==> config.mk <==
export PLATFORM = sky130hd
export DESIGN_NAME = xor_and_direction_load_ops
export DESIGN_NICKNAME = d
export VERILOG_FILES = /design/src/hdl/xor_dir_pkg.sv /design/src/hdl/port_dir_bank.sv /design/src/hdl/xor_and_direction_load_ops.sv
export SDC_FILE = /design/constraint.sdc
export NUM_CORES = 1
export LEC_CHECK = 0
export BUFFER_PORTS_ARGS = -buffer_cell sky130_fd_sc_hd__buf_2
export CORE_AREA = 2 2 74 76
export DETAILED_ROUTE_END_ITERATION = 8
export DIE_AREA = 0 0 76 78
export HOLD_SLACK_MARGIN = 0.15
export PLACE_DENSITY = 0.71
export SYNTH_ARGS = -nofsm -noshare
export SYNTH_HDL_FRONTEND = slang
export SYNTH_SLANG_ARGS = --single-unit
==> constraint.sdc <==
create_clock -name mclk -period 2.3 [get_ports mclk]
set_input_delay 0.23 -clock mclk [delete_from_list [all_inputs] [get_ports mclk]]
set_output_delay 0.23 -clock mclk [all_outputs]
set_load 0.02 [all_outputs]
==> src/hdl/xor_dir_pkg.sv <==
package xor_dir_pkg;

  // ------------------------------------------------------------
  // Instruction encodings
  // ------------------------------------------------------------
  localparam logic [5:0] OPC_XOR_LIT = 6'h3a;
  localparam logic [5:0] OPC_XOR_FILE = 6'h06;
  localparam logic [10:0] OPC_LOAD_DIR = 11'h00c;
  localparam int LIT_MSB = 7;
  localparam int FILE_MSB = 6;
  localparam int DEST_BIT = 7;
  localparam int DIR_SEL_MSB = 2;
  localparam logic [2:0] DIR_FIRST = 3'h5;
  localparam logic [2:0] DIR_LAST = 3'h7;
  localparam int DIR_COUNT = 3;

  // ------------------------------------------------------------
  // Reset values
  // ------------------------------------------------------------
  localparam logic [7:0] ACC_RESET = 8'h00;
  localparam logic [7:0] DIR_RESET = 8'hff;

  // Decoded operation kinds.
  typedef enum logic [1:0] {OP_NONE, OP_XOR_LIT, OP_XOR_FILE, OP_LOAD_DIR} op_kind_t;

  // Request to write a file register back.
  typedef struct packed {
    logic en;
    logic [6:0] addr;
    logic [7:0] data;
  } file_wr_t;

endpackage : xor_dir_pkg

==> src/hdl/port_dir_bank.sv <==
`timescale 1ns/100ps
module port_dir_bank
  import xor_dir_pkg::*;
(
  input wire logic mclk,
  input wire logic srst,
  input wire logic wrEn,
  input wire logic [2:0] wrSel,
  input wire logic [7:0] wrData,
  output logic [DIR_COUNT*8-1:0] dirOut
);

  logic [7:0] dirReg [DIR_COUNT];
  logic [7:0] next_dirReg [DIR_COUNT];

  // ------------------------------------------------------------
  // Direction registers, one per port
  // ------------------------------------------------------------
  genvar g;
  generate
    for (g = 0; g < DIR_COUNT; g++) begin : g_dir
      // Each register loads only when its own selector arrives.
      always_comb begin
        next_dirReg[g] = dirReg[g];
        if (wrEn && wrSel == DIR_FIRST + 3'(g)) begin
          next_dirReg[g] = wrData;
        end
      end
      always_ff @(posedge mclk) begin
        if (srst) begin
          dirReg[g] <= DIR_RESET;
        end else begin
          dirReg[g] <= next_dirReg[g];
        end
      end
      assign dirOut[g*8 +: 8] = dirReg[g];
    end
  endgenerate

endmodule : port_dir_bank

==> src/hdl/xor_and_direction_load_ops.sv <==
`timescale 1ns/100ps
module xor_and_direction_load_ops
  import xor_dir_pkg::*;
(
  input wire logic mclk,
  input wire logic srst,
  input wire logic instrValid,
  input wire logic [13:0] instr,
  input wire logic [7:0] fileRdData,
  output logic [6:0] fileRdAddr,
  output file_wr_t fileWr,
  output logic [7:0] acc,
  output logic zeroFlag,
  output logic zeroWe,
  output logic [DIR_COUNT*8-1:0] portDir
);

  // ------------------------------------------------------------
  // Decode
  // ------------------------------------------------------------
  // Decoding lives in one function so the three patterns are read in one place.
  function automatic op_kind_t decode(input logic [13:0] w);
    if (w[13:8] == OPC_XOR_LIT) begin
      return OP_XOR_LIT;
    end else if (w[13:8] == OPC_XOR_FILE) begin
      return OP_XOR_FILE;
    end else if (w[13:3] == OPC_LOAD_DIR && w[2:0] >= DIR_FIRST) begin
      return OP_LOAD_DIR;
    end else begin
      return OP_NONE;
    end
  endfunction : decode

  op_kind_t op;
  logic [7:0] result;
  logic [7:0] next_acc;
  logic next_zeroFlag;
  logic next_zeroWe;
  file_wr_t next_fileWr;
  logic dirWe;

  // The read address is combinational so the file data returns in the same cycle.
  assign fileRdAddr = instr[FILE_MSB:0];
  assign op = instrValid ? decode(instr) : OP_NONE;
  assign dirWe = (op == OP_LOAD_DIR);

  // ------------------------------------------------------------
  // Execute
  // ------------------------------------------------------------
  // Operand selection and result routing for both XOR forms.
  always_comb begin
    next_acc = acc;
    next_zeroFlag = zeroFlag;
    next_zeroWe = 1'b0;
    next_fileWr = '0;
    result = 8'h00;
    case (op)
      OP_XOR_LIT: begin
        result = acc ^ instr[LIT_MSB:0];
        next_acc = result;
        next_zeroFlag = (result == 8'h00);
        next_zeroWe = 1'b1;
      end
      OP_XOR_FILE: begin
        result = acc ^ fileRdData;
        next_zeroFlag = (result == 8'h00);
        next_zeroWe = 1'b1;
        if (instr[DEST_BIT]) begin
          next_fileWr.en = 1'b1;
          next_fileWr.addr = instr[FILE_MSB:0];
          next_fileWr.data = result;
        end else begin
          next_acc = result;
        end
      end
      default: begin
      end
    endcase
  end

  // Registers only; the file write is a one-cycle registered pulse.
  always_ff @(posedge mclk) begin
    if (srst) begin
      acc <= ACC_RESET;
      zeroFlag <= 1'b0;
      zeroWe <= 1'b0;
      fileWr <= '0;
    end else begin
      acc <= next_acc;
      zeroFlag <= next_zeroFlag;
      zeroWe <= next_zeroWe;
      fileWr <= next_fileWr;
    end
  end

  // ------------------------------------------------------------
  // Direction registers
  // ------------------------------------------------------------
  // direction load
  port_dir_bank u_dir (
    .mclk(mclk),
    .srst(srst),
    .wrEn(dirWe),
    .wrSel(instr[DIR_SEL_MSB:0]),
    .wrData(acc),
    .dirOut(portDir)
  );
endmodule : xor_and_direction_load_ops

# == Word level (Yosys, flattened, before mapping) ==
# Memories as Yosys holds them, arrays and structs flattened.
# Index checks and enable logic that the tools add are counted.
# totals
regBits,26
ram_bits,24
inputBits,25
output_inout_bits,57
elab_cells,54
memories,1
# mem_list
memory,depth,width,read_ports,rd_ports_with_merged_regs,write_ports,line_no,text
u_dir.dirReg,3,8,3,0,3,port_dir_bank.sv:13,logic [7:0] dirReg [DIR_COUNT];
# op_classes
n_lt_le_gt_ge,1
n_eq_ne,10
n_mux,18
n_bitwise,7
reduce_logical,11
# op_table
op,count
8-bit two-way mux,7
8-bit zero test,2
16-bit two-way mux,1
8-bit case mux with 2 select lines,1
8-bit bitwise XOR,2
"11-bit by 4-bit equality test with 1-bit output, second input constant",1
"3-bit equality test, second input constant",3
2-bit two-way mux,4
"6-bit by 3-bit equality test with 1-bit output, second input constant",1
"6-bit equality test, second input constant",1
"2-bit equality test, second input constant",2
1-bit logical AND,4
1-bit two-way mux,4
2-bit OR reduction,2
"3-bit >= comparator, second input constant",1
1-bit bitwise OR,3
3-bit OR reduction,1
"2-bit by 1-bit equality test with 1-bit output, second input constant",1
"2-bit != test, second input constant",1
1-bit inverter,2
1-bit case mux with 2 select lines,1
2-bit AND reduction,1
2-bit nonzero test,1

# == Logic depth before layout (Yosys ltp) ==
# Gate-level depths: netlist of the first run.
# depth
depth_word,10
depth_mapped,11

# == Hierarchy ==
# A second synthesis of the first run with hierarchy kept.
# hier_totals
cells_unflattened,219
area_unflattened_um2,2148.3
# modules_own_cells
module,instances,cells_each,area_per_inst_um2,seq_area_each_um2
xor_and_direction_load_ops,1,131,1242.4,520.5
port_dir_bank,1,88,905.9,480.5

# == Least setup slack after synthesis of the first run ==
# OpenSTA, ideal clock, no wires.
# synth_path
path_kind,input port to flip-flop
startpoint,input port instr[0]
endpoint,register acc[4]
setup_ns,0.070
arrival_ns,2.087
required_ns,2.230
setup_slack_ns,0.143
path_stages,10
path_buffers,2
path_cell_list,buf_2 > nor2_1 > nor4_1 > and3_1 > o221a_2 > ha_1 > nand2b_1 > clkbuf_1 > or3_1 > a21oi_1
# synth_between
elab_chain_cells,9
# synth_lines
element,line_no,text
"start, declared",xor_and_direction_load_ops.sv:8,"input wire logic [13:0] instr,"
3-bit >= comparator *,xor_and_direction_load_ops.sv:27,end else if (w[13:3] == OPC_LOAD_DIR && w[2:0] >= DIR_FIRST) begin
1-bit logical AND *,xor_and_direction_load_ops.sv:27,
2-bit two-way mux *,xor_and_direction_load_ops.sv:27,
2-bit two-way mux *,xor_and_direction_load_ops.sv:25,end else if (w[13:8] == OPC_XOR_FILE) begin
2-bit two-way mux *,xor_and_direction_load_ops.sv:23,if (w[13:8] == OPC_XOR_LIT) begin
2-bit two-way mux *,xor_and_direction_load_ops.sv:44,assign op = instrValid ? decode(instr) : OP_NONE;
2-bit equality test / 2-bit by 1-bit equality test with 1-bit output (equally long branches),n/a,
2-bit != test (no line) / 2-bit nonzero test (equally long branches),n/a,
2-bit AND reduction (no line),n/a,
"end signal, assigned",xor_and_direction_load_ops.sv:89,acc <= next_acc;
"end, declared",xor_and_direction_load_ops.sv:12,"output logic [7:0] acc,"
# Every way passes the cells marked *; elsewhere a longest branch is shown, timed or not.
# A chain may end at the register's enable or synchronous reset.

# == Worst setup path in the final report of the first run ==
# layout_path
startpoint,input port instr[7]
endpoint,register acc[4]
# layout_between
elab_chain_cells,9
# layout_lines
element,line_no
11-bit by 4-bit equality test with 1-bit output,xor_and_direction_load_ops.sv:27
1-bit logical AND,xor_and_direction_load_ops.sv:27
2-bit two-way mux,xor_and_direction_load_ops.sv:27
2-bit two-way mux,xor_and_direction_load_ops.sv:25
2-bit two-way mux,xor_and_direction_load_ops.sv:23
2-bit two-way mux,xor_and_direction_load_ops.sv:44
2-bit equality test / 2-bit by 1-bit equality test with 1-bit output (equally long branches),n/a
2-bit != test (no line) / 2-bit nonzero test (equally long branches),n/a
2-bit AND reduction (no line),n/a
# Parallel ways exist; a longest one is shown, timed or not.

==> run metrics, run 1 <==
Cell Rows=26; Power Internal=1.13 mW; Final Hold Fails=0; post-synthesis mux area share=3.24%; Post-Route WL=5.38 mm; RSZ-0062 raised after global routing=no; dominant synthesized flop cell=dfxtp_1; Layout area overhead=23.3%; global route overflow=0; Die H=78 um; Adder-Cell Fraction of Synth Area=1.16%; vias post-DR=1,877; crit start category=input pin; placer congestion estimate=0.856; clock root buffer master=clkbuf_8; Peak VDD IR=0.393 mV; Remaining DRCs=0; routed wire length per instance=14.1 um; number of setup buffers added after CTS=0; crit path cell chain=buf_2 -> nand4b_1 -> nor4_1 -> and3_1 -> o221a_2 -> ha_1 -> nand2b_1 -> or3_1 -> a21oi_1; H-tree levels=2; Tcrit/Tclk final=88.8%; compound-cell area share of the yosys netlist=8.43%; Setup WS pre-CTS=-0.0118 ns; combinational share of power=7.2%; worst slew pin tran=0.556 ns; status=complete, no violations; Die ar.=5930 um2; Post-Synth XOR/XNOR Area=6.87%; I/O Buffers=81; worst-skew pair later-pin latency=0.30 ns; # resized after CTS=0; die span in x=76 um; Boundary Pins=82; Reg clk slew, reported paths=0.09 ns; sequential share of the synthesized area=46.2%; Syn Nets=268; CTS tree=built; Initial Utilization=43.0%; Slowest cell on crit path=or3_1; asr flop ratio synth=0%; Nets=338; Leakage=1.18 nW; DRT iter0 DRCs=42; Setup CP Type=input pin to register; f_max=489 MHz; EDFF count, synth=0; vias in the first global route=1,797; Req. time, crit path=2.53 ns; total CTS buffers=5; Sw Ratio=24.5%; hold_ws=0.205 ns; Final WS setup=0.257 ns; share of cells above drive strength 1=32.4%; worst-path fanout max=14; Clock power frac=34.8%; P_sw=0.367 mW; CP arrival=2.27 ns; All-Layer GR Usage=18.8%; fin. max-slew vios=0; fin crit period=2.04 ns; max incr delay on CP=0.41 ns; routed vias/inst=4.91; Filler cells=473; Hold Path Class=input pin to register; mean post-synth cell area=8.99 um2; Yosys reg bits=50; CP Capture Type=register; synthesis warning total=0; Synth Cell Area=2170 um2; initial antenna violation count=0; Netlist cell types=35; DP HPWL=3.88 mm; Sink Count=50; register share of total power=58.0%; Clock Skew=0.0113 ns; largest family of logic cells by synthesized area=simple AND/OR/NAND/NOR gates; DRT Pass-1 Iters=5; Sequential cell area=1000 um2; area occupied by multi-input gates=1030 um2; post-synthesis simple-gate area fraction=27.7%; Setup Viol. Count Final=0; Hold Buf Count CTS=0; Max-Cap Viols=0; remaining antenna violation count after routing=0; global-route wire length before repair=8.96 mm; clk buf depth=2; pwr dens=562 nW/um2; core footprint=5040 um2; relative slew slack=63.0%; largest net degree at the start of global routing=37; Post-Synthesis Cells=241; antenna cells=0
==> logic make-up (layout without fill, tap and decap cells) <==
kind of cell | after synthesis | after routing
flops | 50 | 50
mux | 7 | 7
buf+inv | 27 | 98
xor+xnor | 17 | 17
compound gates | 28 | 28
simple gates | 110 | 110
fa+ha+maj | 2 | 2
==> worst paths after layout <==
| path | from | endpoint | depth (start not counted) | slack, ns |
|---|---|---|---|---|
| worst max-delay path | instr[7] | acc[4] | 9 | 0.26 |
| worst min-delay path | instr[4] | fileWr[12] | 2 | 0.21 |
| worst max register to register | acc[7] | zeroFlag | 4 | 0.91 |
| worst min register to register | u_dir.dirReg[2][1] | u_dir.dirReg[2][1] | 2 | 0.48 |
==> worst max-delay path: cells and delay by family <==
kind / cells / cell delay (ns)
AND/OR/NAND/NOR: 5 / 1.30
AO/OA/AOI/OAI: 2 / 0.36
adder cells (fa/ha/maj): 1 / 0.24
buffers and inverters: 1 / 0.13
==> Yosys cell counts (2+ instances only) <==
library cell | instances | share of area [%]
or3_1 | 8 | 2.3
o21ai_0 | 8 | 1.8
clkbuf_1 | 13 | 2.3
buf_2 | 3 | 0.69
dfxtp_1 | 50 | 46
nand4_1 | 2 | 0.58
nand2_1 | 35 | 6.1
a211o_1 | 8 | 3.2
nor3_1 | 3 | 0.69
nor2b_1 | 8 | 2.3
nor4_1 | 3 | 0.87
mux2i_1 | 7 | 3.2
xnor2_1 | 9 | 3.6
nand4b_1 | 2 | 0.81
and2_1 | 6 | 1.7
xor2_1 | 8 | 3.2
nand2b_1 | 3 | 0.87
a21oi_1 | 8 | 1.8
nor2_1 | 15 | 2.6
nand3_1 | 2 | 0.46
nand3b_1 | 17 | 5.9
ha_1 | 2 | 1.2
buf_4 | 9 | 3.1
==> metrics by stage <==
| step | total power, mW | TNS (ns) | instances | instance area (um2) | utilization [%] |
|---|---|---|---|---|---|
| finish | 1.50 | 0 | 382 | 2670 | 53.0 |
| global route | 1.56 | 0 | 382 | 2670 | 53.0 |
| CTS | 1.51 | 0 | 382 | 2670 | 53.0 |
| detailed placement | 0.998 | -0.0346 | 374 | 2580 | 51.2 |
| global placement | 0.997 | 0 | 374 | 2580 | 51.2 |
| floorplan | 0.952 | 0 | 241 | 2170 | - |
==> state kept, by name (all words and copies together), names as in the netlist <==
| signal | cells |
|---|---|
| u_dir.dirReg | 24 |
| fileWr | 16 |
| acc | 8 |
| zeroFlag | 1 |
| zeroWe | 1 |
==> power groups by stage <==
stage / combinational, mW / clock [mW] / sequential [mW]
floorplan: 0.0626 / 0 / 0.889
global placement: 0.107 / 0 / 0.890
detailed placement: 0.108 / 0 / 0.890
CTS: 0.108 / 0.532 / 0.870
global route: 0.117 / 0.570 / 0.871
finish: 0.108 / 0.521 / 0.870
==> placed cells by master, fill, tap and decap left out, drive strengths merged, types with 2 or more instances in the layout <==
master,n
o21ai,8
nand4b,2
ha,2
nor3,4
nor2,16
nand4,2
or3,8
mux2i,7
dfxtp,50
inv,3
nand2b,3
xnor2,9
and2,6
xor2,8
nand3b,17
nor4,3
clkbuf,6
nor2b,8
buf,88
a21oi,8
a211o,8
nand3,3
nand2,35
==> layout make-up <==
class | count | area share (%)
flip-flops and latches | 50 | 37.5
clock inverters | 2 | 0.656
repair buffers | 88 | 17.2
inverters | 2 | 0.281
well taps | 70 | 3.28
clock buffers | 6 | 2.72
multi-input cells | 164 | 38.4
==> per-layer routing <==
metal,track usage (%),part of all wire (%)
met1,24.0,45
met5,0,0
met4,4.00,1.7
met2,32.4,47
met3,4.30,5.7
No activity file was read; power rests on OpenSTA's default activity.
==> run 2: changes to the inputs <==
- CORE_AREA: 2 2 74 76 -> 2 2 73 75
- CTS_BUF_LIST: unset -> sky130_fd_sc_hd__clkbuf_8
- DIE_AREA: 0 0 76 78 -> 0 0 75 77
- PLACE_DENSITY: 0.71 -> 0.73
==> run 2 against run 1 <==
Against the previous run:
- global-route usage rose by 0.32 points
- hold slack better by 0.0082 ns
- cell count up 0.79%
- clock power up 15%
- sequential power barely moved
- highest routed layer unchanged
- clock-buffer cell count shrank 1
- critical path type unchanged
- worst setup slack better by 0.025 ns
- non-clock buffer count grew 3
==> run metrics, run 2 (synthesized netlist as in run 1, its figures left out) <==
core footprint=4980 um2 (-1.3%); DRT Pass-1 Iters=5 (unchanged); Hold Buf Count CTS=0 (unchanged); Reg clk slew, reported paths=0.09 ns (about the same); Cell Rows=26 (unchanged); worst slew pin tran=0.612 ns (+0.0567 ns); CP arrival=2.24 ns (-0.03 ns); Hold Path Class=input pin to register; Worst path top cell family by delay=simple AND/OR/NAND/NOR gates; vias post-DR=1,871 (-0.32%); Layout area overhead=25.2%; CTS tree=built; Final Hold Fails=0 (unchanged); Top Usage Layer GRT=met2; Clock Skew=0.00501 ns (-0.00629 ns); M1 GR Usage=24.1% (+0.039 points); crit start category=input pin; RSZ-0062 raised after global routing=no; global-route wire length before repair=8.59 mm (-4.2%); met3 Usage GRT=5.12% (+0.82 points); pwr dens=583 nW/um2 (+3.7%); Initial Utilization=43.5% (+0.56 points); Post-Route WL=5.18 mm (-3.7%); crit path buf inv count=1 (unchanged); biggest regs=u_dir.dirReg x24, fileWr x16, acc x8; Remaining DRCs=0 (unchanged); routed wire length per instance=13.4 um (-4.5%); worst-path fanout max=14 (unchanged); clock root buffer master=clkbuf_8; Die ar.=5780 um2 (-2.6%); antenna cells=0 (unchanged); largest net degree at the start of global routing=37 (unchanged); CP Capture Type=register; Filler cells=470 (-0.63%); Setup Viol. Count Final=0 (unchanged); Sink Count=50 (unchanged); DRT iter0 DRCs=84 (+100%); Tcrit/Tclk final=87.7% (-1.1 points); # resized after CTS=0 (unchanged); H-tree levels=2 (unchanged); crit path cell chain=buf_2 -> nand4b_1 -> nor4_1 -> and3_1 -> o221a_2 -> ha_1 -> nand2b_1 -> or3_1 -> a21oi_1; Final WS setup=0.282 ns (+0.0254 ns); I/O Buffers=81 (unchanged); worst-skew pair later-pin latency=0.30 ns (about the same); Peak VDD IR=0.502 mV (+28%); fin crit period=2.02 ns (-0.0254 ns); max reg flops=24 (unchanged); status=complete, no violations; Req. time, crit path=2.52 ns (about the same); relative slew slack=59.2% (-3.8 points); Slowest cell on crit path=or3_1; Biggest register=u_dir.dirReg; Die H=77 um (-1.3%); remaining antenna violation count after routing=0 (unchanged); Leakage=1.20 nW (+2.1%); max incr delay on CP=0.42 ns (about the same); Boundary Pins=82 (unchanged); share of cells above drive strength 1=33.0% (+0.64 points); Setup WS pre-CTS=0.00756 ns (+0.0194 ns); Max-Cap Viols=0 (unchanged); initial antenna violation count=0 (unchanged); Sum Neg Setup Slack=0 ns (unchanged); DP HPWL=3.79 mm (-2.4%); All-Layer GR Usage=19.1% (+0.32 points); number of setup buffers added after CTS=0 (unchanged); die span in x=75 um (-1.3%); fin. max-slew vios=0 (unchanged); routed vias/inst=4.86 (-1.1%); most frequent cells in the layout=81 x buf_2, 50 x dfxtp_1, 35 x nand2_1; f_max=496 MHz (+1.3%); total CTS buffers=5 (unchanged); commonest non-fill, non-tap cell in the layout=buf_2; placer congestion estimate=0.836 (-2.4%); GR Layer Usage met2=31.8% (-0.57 points); Setup CP Type=input pin to register; vias in the first global route=1,814 (+0.95%); global route overflow=0 (unchanged); clk buf depth=2 (unchanged); Nets=341 (+0.89%)
-- run 2: cell count changes in the layout (fill, tap and decap cells not counted) --
| cell | delta |
|---|---|
| buf_4 | +3 |
| bufinv_16 | +1 |
| clkbuf_1 | -1 |
| clkinv_4 | -1 |
| clkinvlp_4 | +1 |
| inv_1 | +1 |
| inv_6 | -1 |
-- run 2: worst register-to-register path, stage by stage, from the launching register on --
cell and delay, ns:
dfxtp_1 0.58, xor2_1 0.12, nor4_1 0.29, a31oi_1 0.12, o31ai_1 0.08
-- run 2: metal layers --
| metal | up-vias | share of wire [%] |
|---|---|---|
| met3 | 6 | 5.6 |
| met4 | 0 | 0.89 |
| li1 | 945 | - |
| met5 | - | 0 |
| met1 | 869 | 45 |
| met2 | 51 | 48 |
-- run 2: metrics by stage --
step                      power (mW)  util [%]  instance area [um2]  instances  hold WS, ns
after global routing            1.64      54.5                 2710        385        0.214
after floorplan                0.952         -                 2170        241        0.352
after CTS                       1.60      54.5                 2710        385        0.208
final                           1.58      54.5                 2710        385        0.214
after detailed placement       0.999      52.3                 2600        377        0.450
after global placement         0.999      52.3                 2600        377        0.445
-- run 2: path summary, 6_finish.rpt --
kind                            from                  to  slack (ns)  depth (start not counted)
hold reg to reg   u_dir.dirReg[2][3]  u_dir.dirReg[2][3]        0.47                          2
setup / recovery            instr[7]              acc[3]        0.28                          9
setup reg to reg              acc[2]            zeroFlag        1.03                          4
hold / removal         fileRdData[7]           fileWr[7]        0.21                          3
-- run 2: area by class of cell --
class | count | area [um2] | share of cell area, %
clock buffer | 5 | 68.8 | 2.54
clock inverter | 3 | 41.3 | 1.52
inverter | 2 | 7.51 | 0.277
multi-input combinational | 164 | 1030 | 37.8
sequential | 50 | 1000 | 36.9
tap | 70 | 87.6 | 3.23
timing repair buffer | 91 | 480 | 17.7
-- run 2: report_power, final --
| group | internal (mW) | switching [mW] |
|---|---|---|
| Sequential | 0.866 | 0.00352 |
| Combinational | 0.0463 | 0.0643 |
| Clock | 0.320 | 0.280 |
==> run 3: changes to the inputs <==
- CORE_AREA: 2 2 73 75 -> 4 4 75 77
- DIE_AREA: 0 0 75 77 -> 0 0 79 81
==> run 3 against run 2 <==
Against the previous run:
- fmax is 1.2% lower
- hold slack worse by 0.0083 ns
- core utilization is 0.65 points lower
- clock power is 0.7% higher
- total power is 0.24% higher
- first-iteration DRC count is 15% lower
- via count is 2.0% lower
- clock skew is 0.0017 ns lower
- die area is 11% higher
- sequential power hardly changed
- flip-flop and latch count stayed put
- cell count is 0.52% lower
- largest cell class unchanged
==> run metrics, run 3 (synthesized netlist as in run 1, its figures left out) <==
status=complete, no violations; relative slew slack=61.6% (+2.4 points); biggest regs=u_dir.dirReg x24, fileWr x16, acc x8; overall power=1.58 mW (+0.24%); pwr dens=587 nW/um2 (+0.80%); All-Layer GR Usage=17.7% (-1.4 points); CP arrival=2.27 ns (+0.03 ns); Biggest register=u_dir.dirReg; Clock Skew=0.00334 ns (-0.00167 ns); Setup CP Type=input pin to register; vias in the first global route=1,731 (-4.6%); R2R Setup Slk=1.05 ns (+0.02 ns); Post-Route WL=5.40 mm (+4.3%); number of setup buffers added after CTS=0 (unchanged); f_max=490 MHz (-1.2%); antenna cells=0 (unchanged); routed wire length per instance=14.1 um (+4.8%); total CTS buffers=5 (unchanged); H-tree levels=2 (unchanged); area occupied by multi-input gates=1030 um2 (unchanged); Clock power frac=38.2% (+0.2 points); Leakage=1.19 nW (-0.80%); fin. max-slew vios=0 (unchanged); clock root buffer master=clkbuf_8; initial antenna violation count=0 (unchanged); DRT iter0 DRCs=71 (-15%); Setup Viol. Count Final=0 (unchanged); clk buf depth=2 (unchanged); remaining antenna violation count after routing=0 (unchanged); DRT Pass-1 Iters=4 (-1); Hold Crit Endpoint=fileWr[13]; DP HPWL=3.96 mm (+4.6%); Max-Cap Viols=0 (unchanged); vias post-DR=1,834 (-2.0%); combinational share of power=6.9% (about the same); Sum Neg Setup Slack=0 ns (unchanged); Req. time, crit path=2.52 ns (about the same); worst-skew pair later-pin latency=0.30 ns (about the same); RSZ-0062 raised after global routing=no; R2R Path End=zeroFlag; worst-path fanout max=14 (unchanged); crit path buf inv count=1 (unchanged); Peak VDD IR=0.301 mV (-40%); Die ar.=6400 um2 (+11%); share of cells above drive strength 1=32.6% (-0.43 points); Cell Rows=26 (unchanged); P_sw=0.351 mW (+1.1%); Power Internal=1.23 mW (about the same); Reg clk slew, reported paths=0.09 ns (about the same); I/O Buffers=81 (unchanged); largest net degree at the start of global routing=37 (unchanged); Die H=81 um (+5.2%); Sink Count=50 (unchanged); worst slew pin tran=0.576 ns (-0.0361 ns); # resized after CTS=0 (unchanged); Hold Path Class=input pin to register; max reg flops=24 (unchanged); Tcrit/Tclk final=88.8% (+1.1 points); Boundary Pins=82 (unchanged); CTS tree=built; CP Capture Type=register; register share of total power=54.9% (about the same); placer congestion estimate=0.829 (-0.86%); die span in x=79 um (+5.3%); worst r2r src=acc[2]; Nets=339 (-0.59%); Filler cells=504 (+7.2%); Initial Utilization=43.2% (-0.28 points); crit start category=input pin; global-route wire length before repair=8.79 mm (+2.3%); Sw Ratio=22.2% (+0.19 points); Hold Buf Count CTS=0 (unchanged); Remaining DRCs=0 (unchanged); most frequent cells in the layout=81 x buf_2, 50 x dfxtp_1, 35 x nand2_1; Layout area overhead=24.6%; Final Hold Fails=0 (unchanged); Slowest cell on crit path=or3_1; Sequential cell area=1000 um2 (unchanged); worst hold start=instr[5]; hold path cells=2 (-1); fin crit period=2.04 ns (+0.0249 ns); core footprint=5010 um2 (+0.65%); Worst path top cell family by delay=simple AND/OR/NAND/NOR gates; R2R cell count=4 (unchanged); routed vias/inst=4.79 (-1.5%); global route overflow=0 (unchanged); commonest non-fill, non-tap cell in the layout=buf_2; max incr delay on CP=0.42 ns (about the same); crit path cell chain=buf_2 -> nand4b_1 -> nor4_1 -> and3_1 -> o221a_2 -> ha_1 -> nand2b_1 -> or3_1 -> a21oi_1
[run 3: per-layer routing]
layer	global-route usage, %	wire length (um)	vias up
li1	-	-	943
met2	28.5	2540	57
met5	0	0	-
met4	4.12	37	0
met3	4.43	370	4
met1	23.9	2450	830
[run 3: how the worst max path moves through the flow]
stage | from | end | slack [ns] | depth (start not counted)
6_report | instr[7] | acc[3] | 0.26 | 9
4_1_cts | instr[7] | acc[3] | 0.28 | 9
2_1_floorplan | instr[0] | acc[4] | 0.14 | 10
3_3_place_gp | instr[7] | acc[2] | 0.10 | 9
5_1_grt | instr[7] | acc[4] | 0.12 | 9
3_5_place_dp | instr[7] | acc[3] | -0.02 | 9
[run 3: final cells by class]
| type | count | share of cell area [%] |
|---|---|---|
| clock buffers | 5 | 2.55 |
| clock inverters | 3 | 1.53 |
| inverters | 2 | 0.278 |
| multi-input cells | 164 | 38.0 |
| flip-flops and latches | 50 | 37.1 |
| well taps | 70 | 3.25 |
| repair buffers | 89 | 17.3 |
[run 3: power by group through the flow]
stage,Sequential [mW],Combinational [mW],Clock [mW]
detailed placement,0.890,0.110,0
global route,0.871,0.120,0.667
floorplan,0.889,0.0626,0
finish,0.870,0.110,0.604
global placement,0.890,0.109,0
CTS,0.870,0.110,0.621
[run 3: through the flow]
| stage | instance area, um2 | util, % | setup slack, ns | cells | hold WS, ns |
|---|---|---|---|---|---|
| 2_1_floorplan | 2170 | - | 0.143 | 241 | 0.352 |
| 5_1_grt | 2700 | 53.8 | 0.120 | 383 | 0.191 |
| 3_3_place_gp | 2590 | 51.6 | 0.101 | 375 | 0.445 |
| 6_report | 2700 | 53.8 | 0.257 | 383 | 0.205 |
| 3_5_place_dp | 2590 | 51.6 | -0.0195 | 375 | 0.451 |
| 4_1_cts | 2700 | 53.8 | 0.280 | 383 | 0.191 |
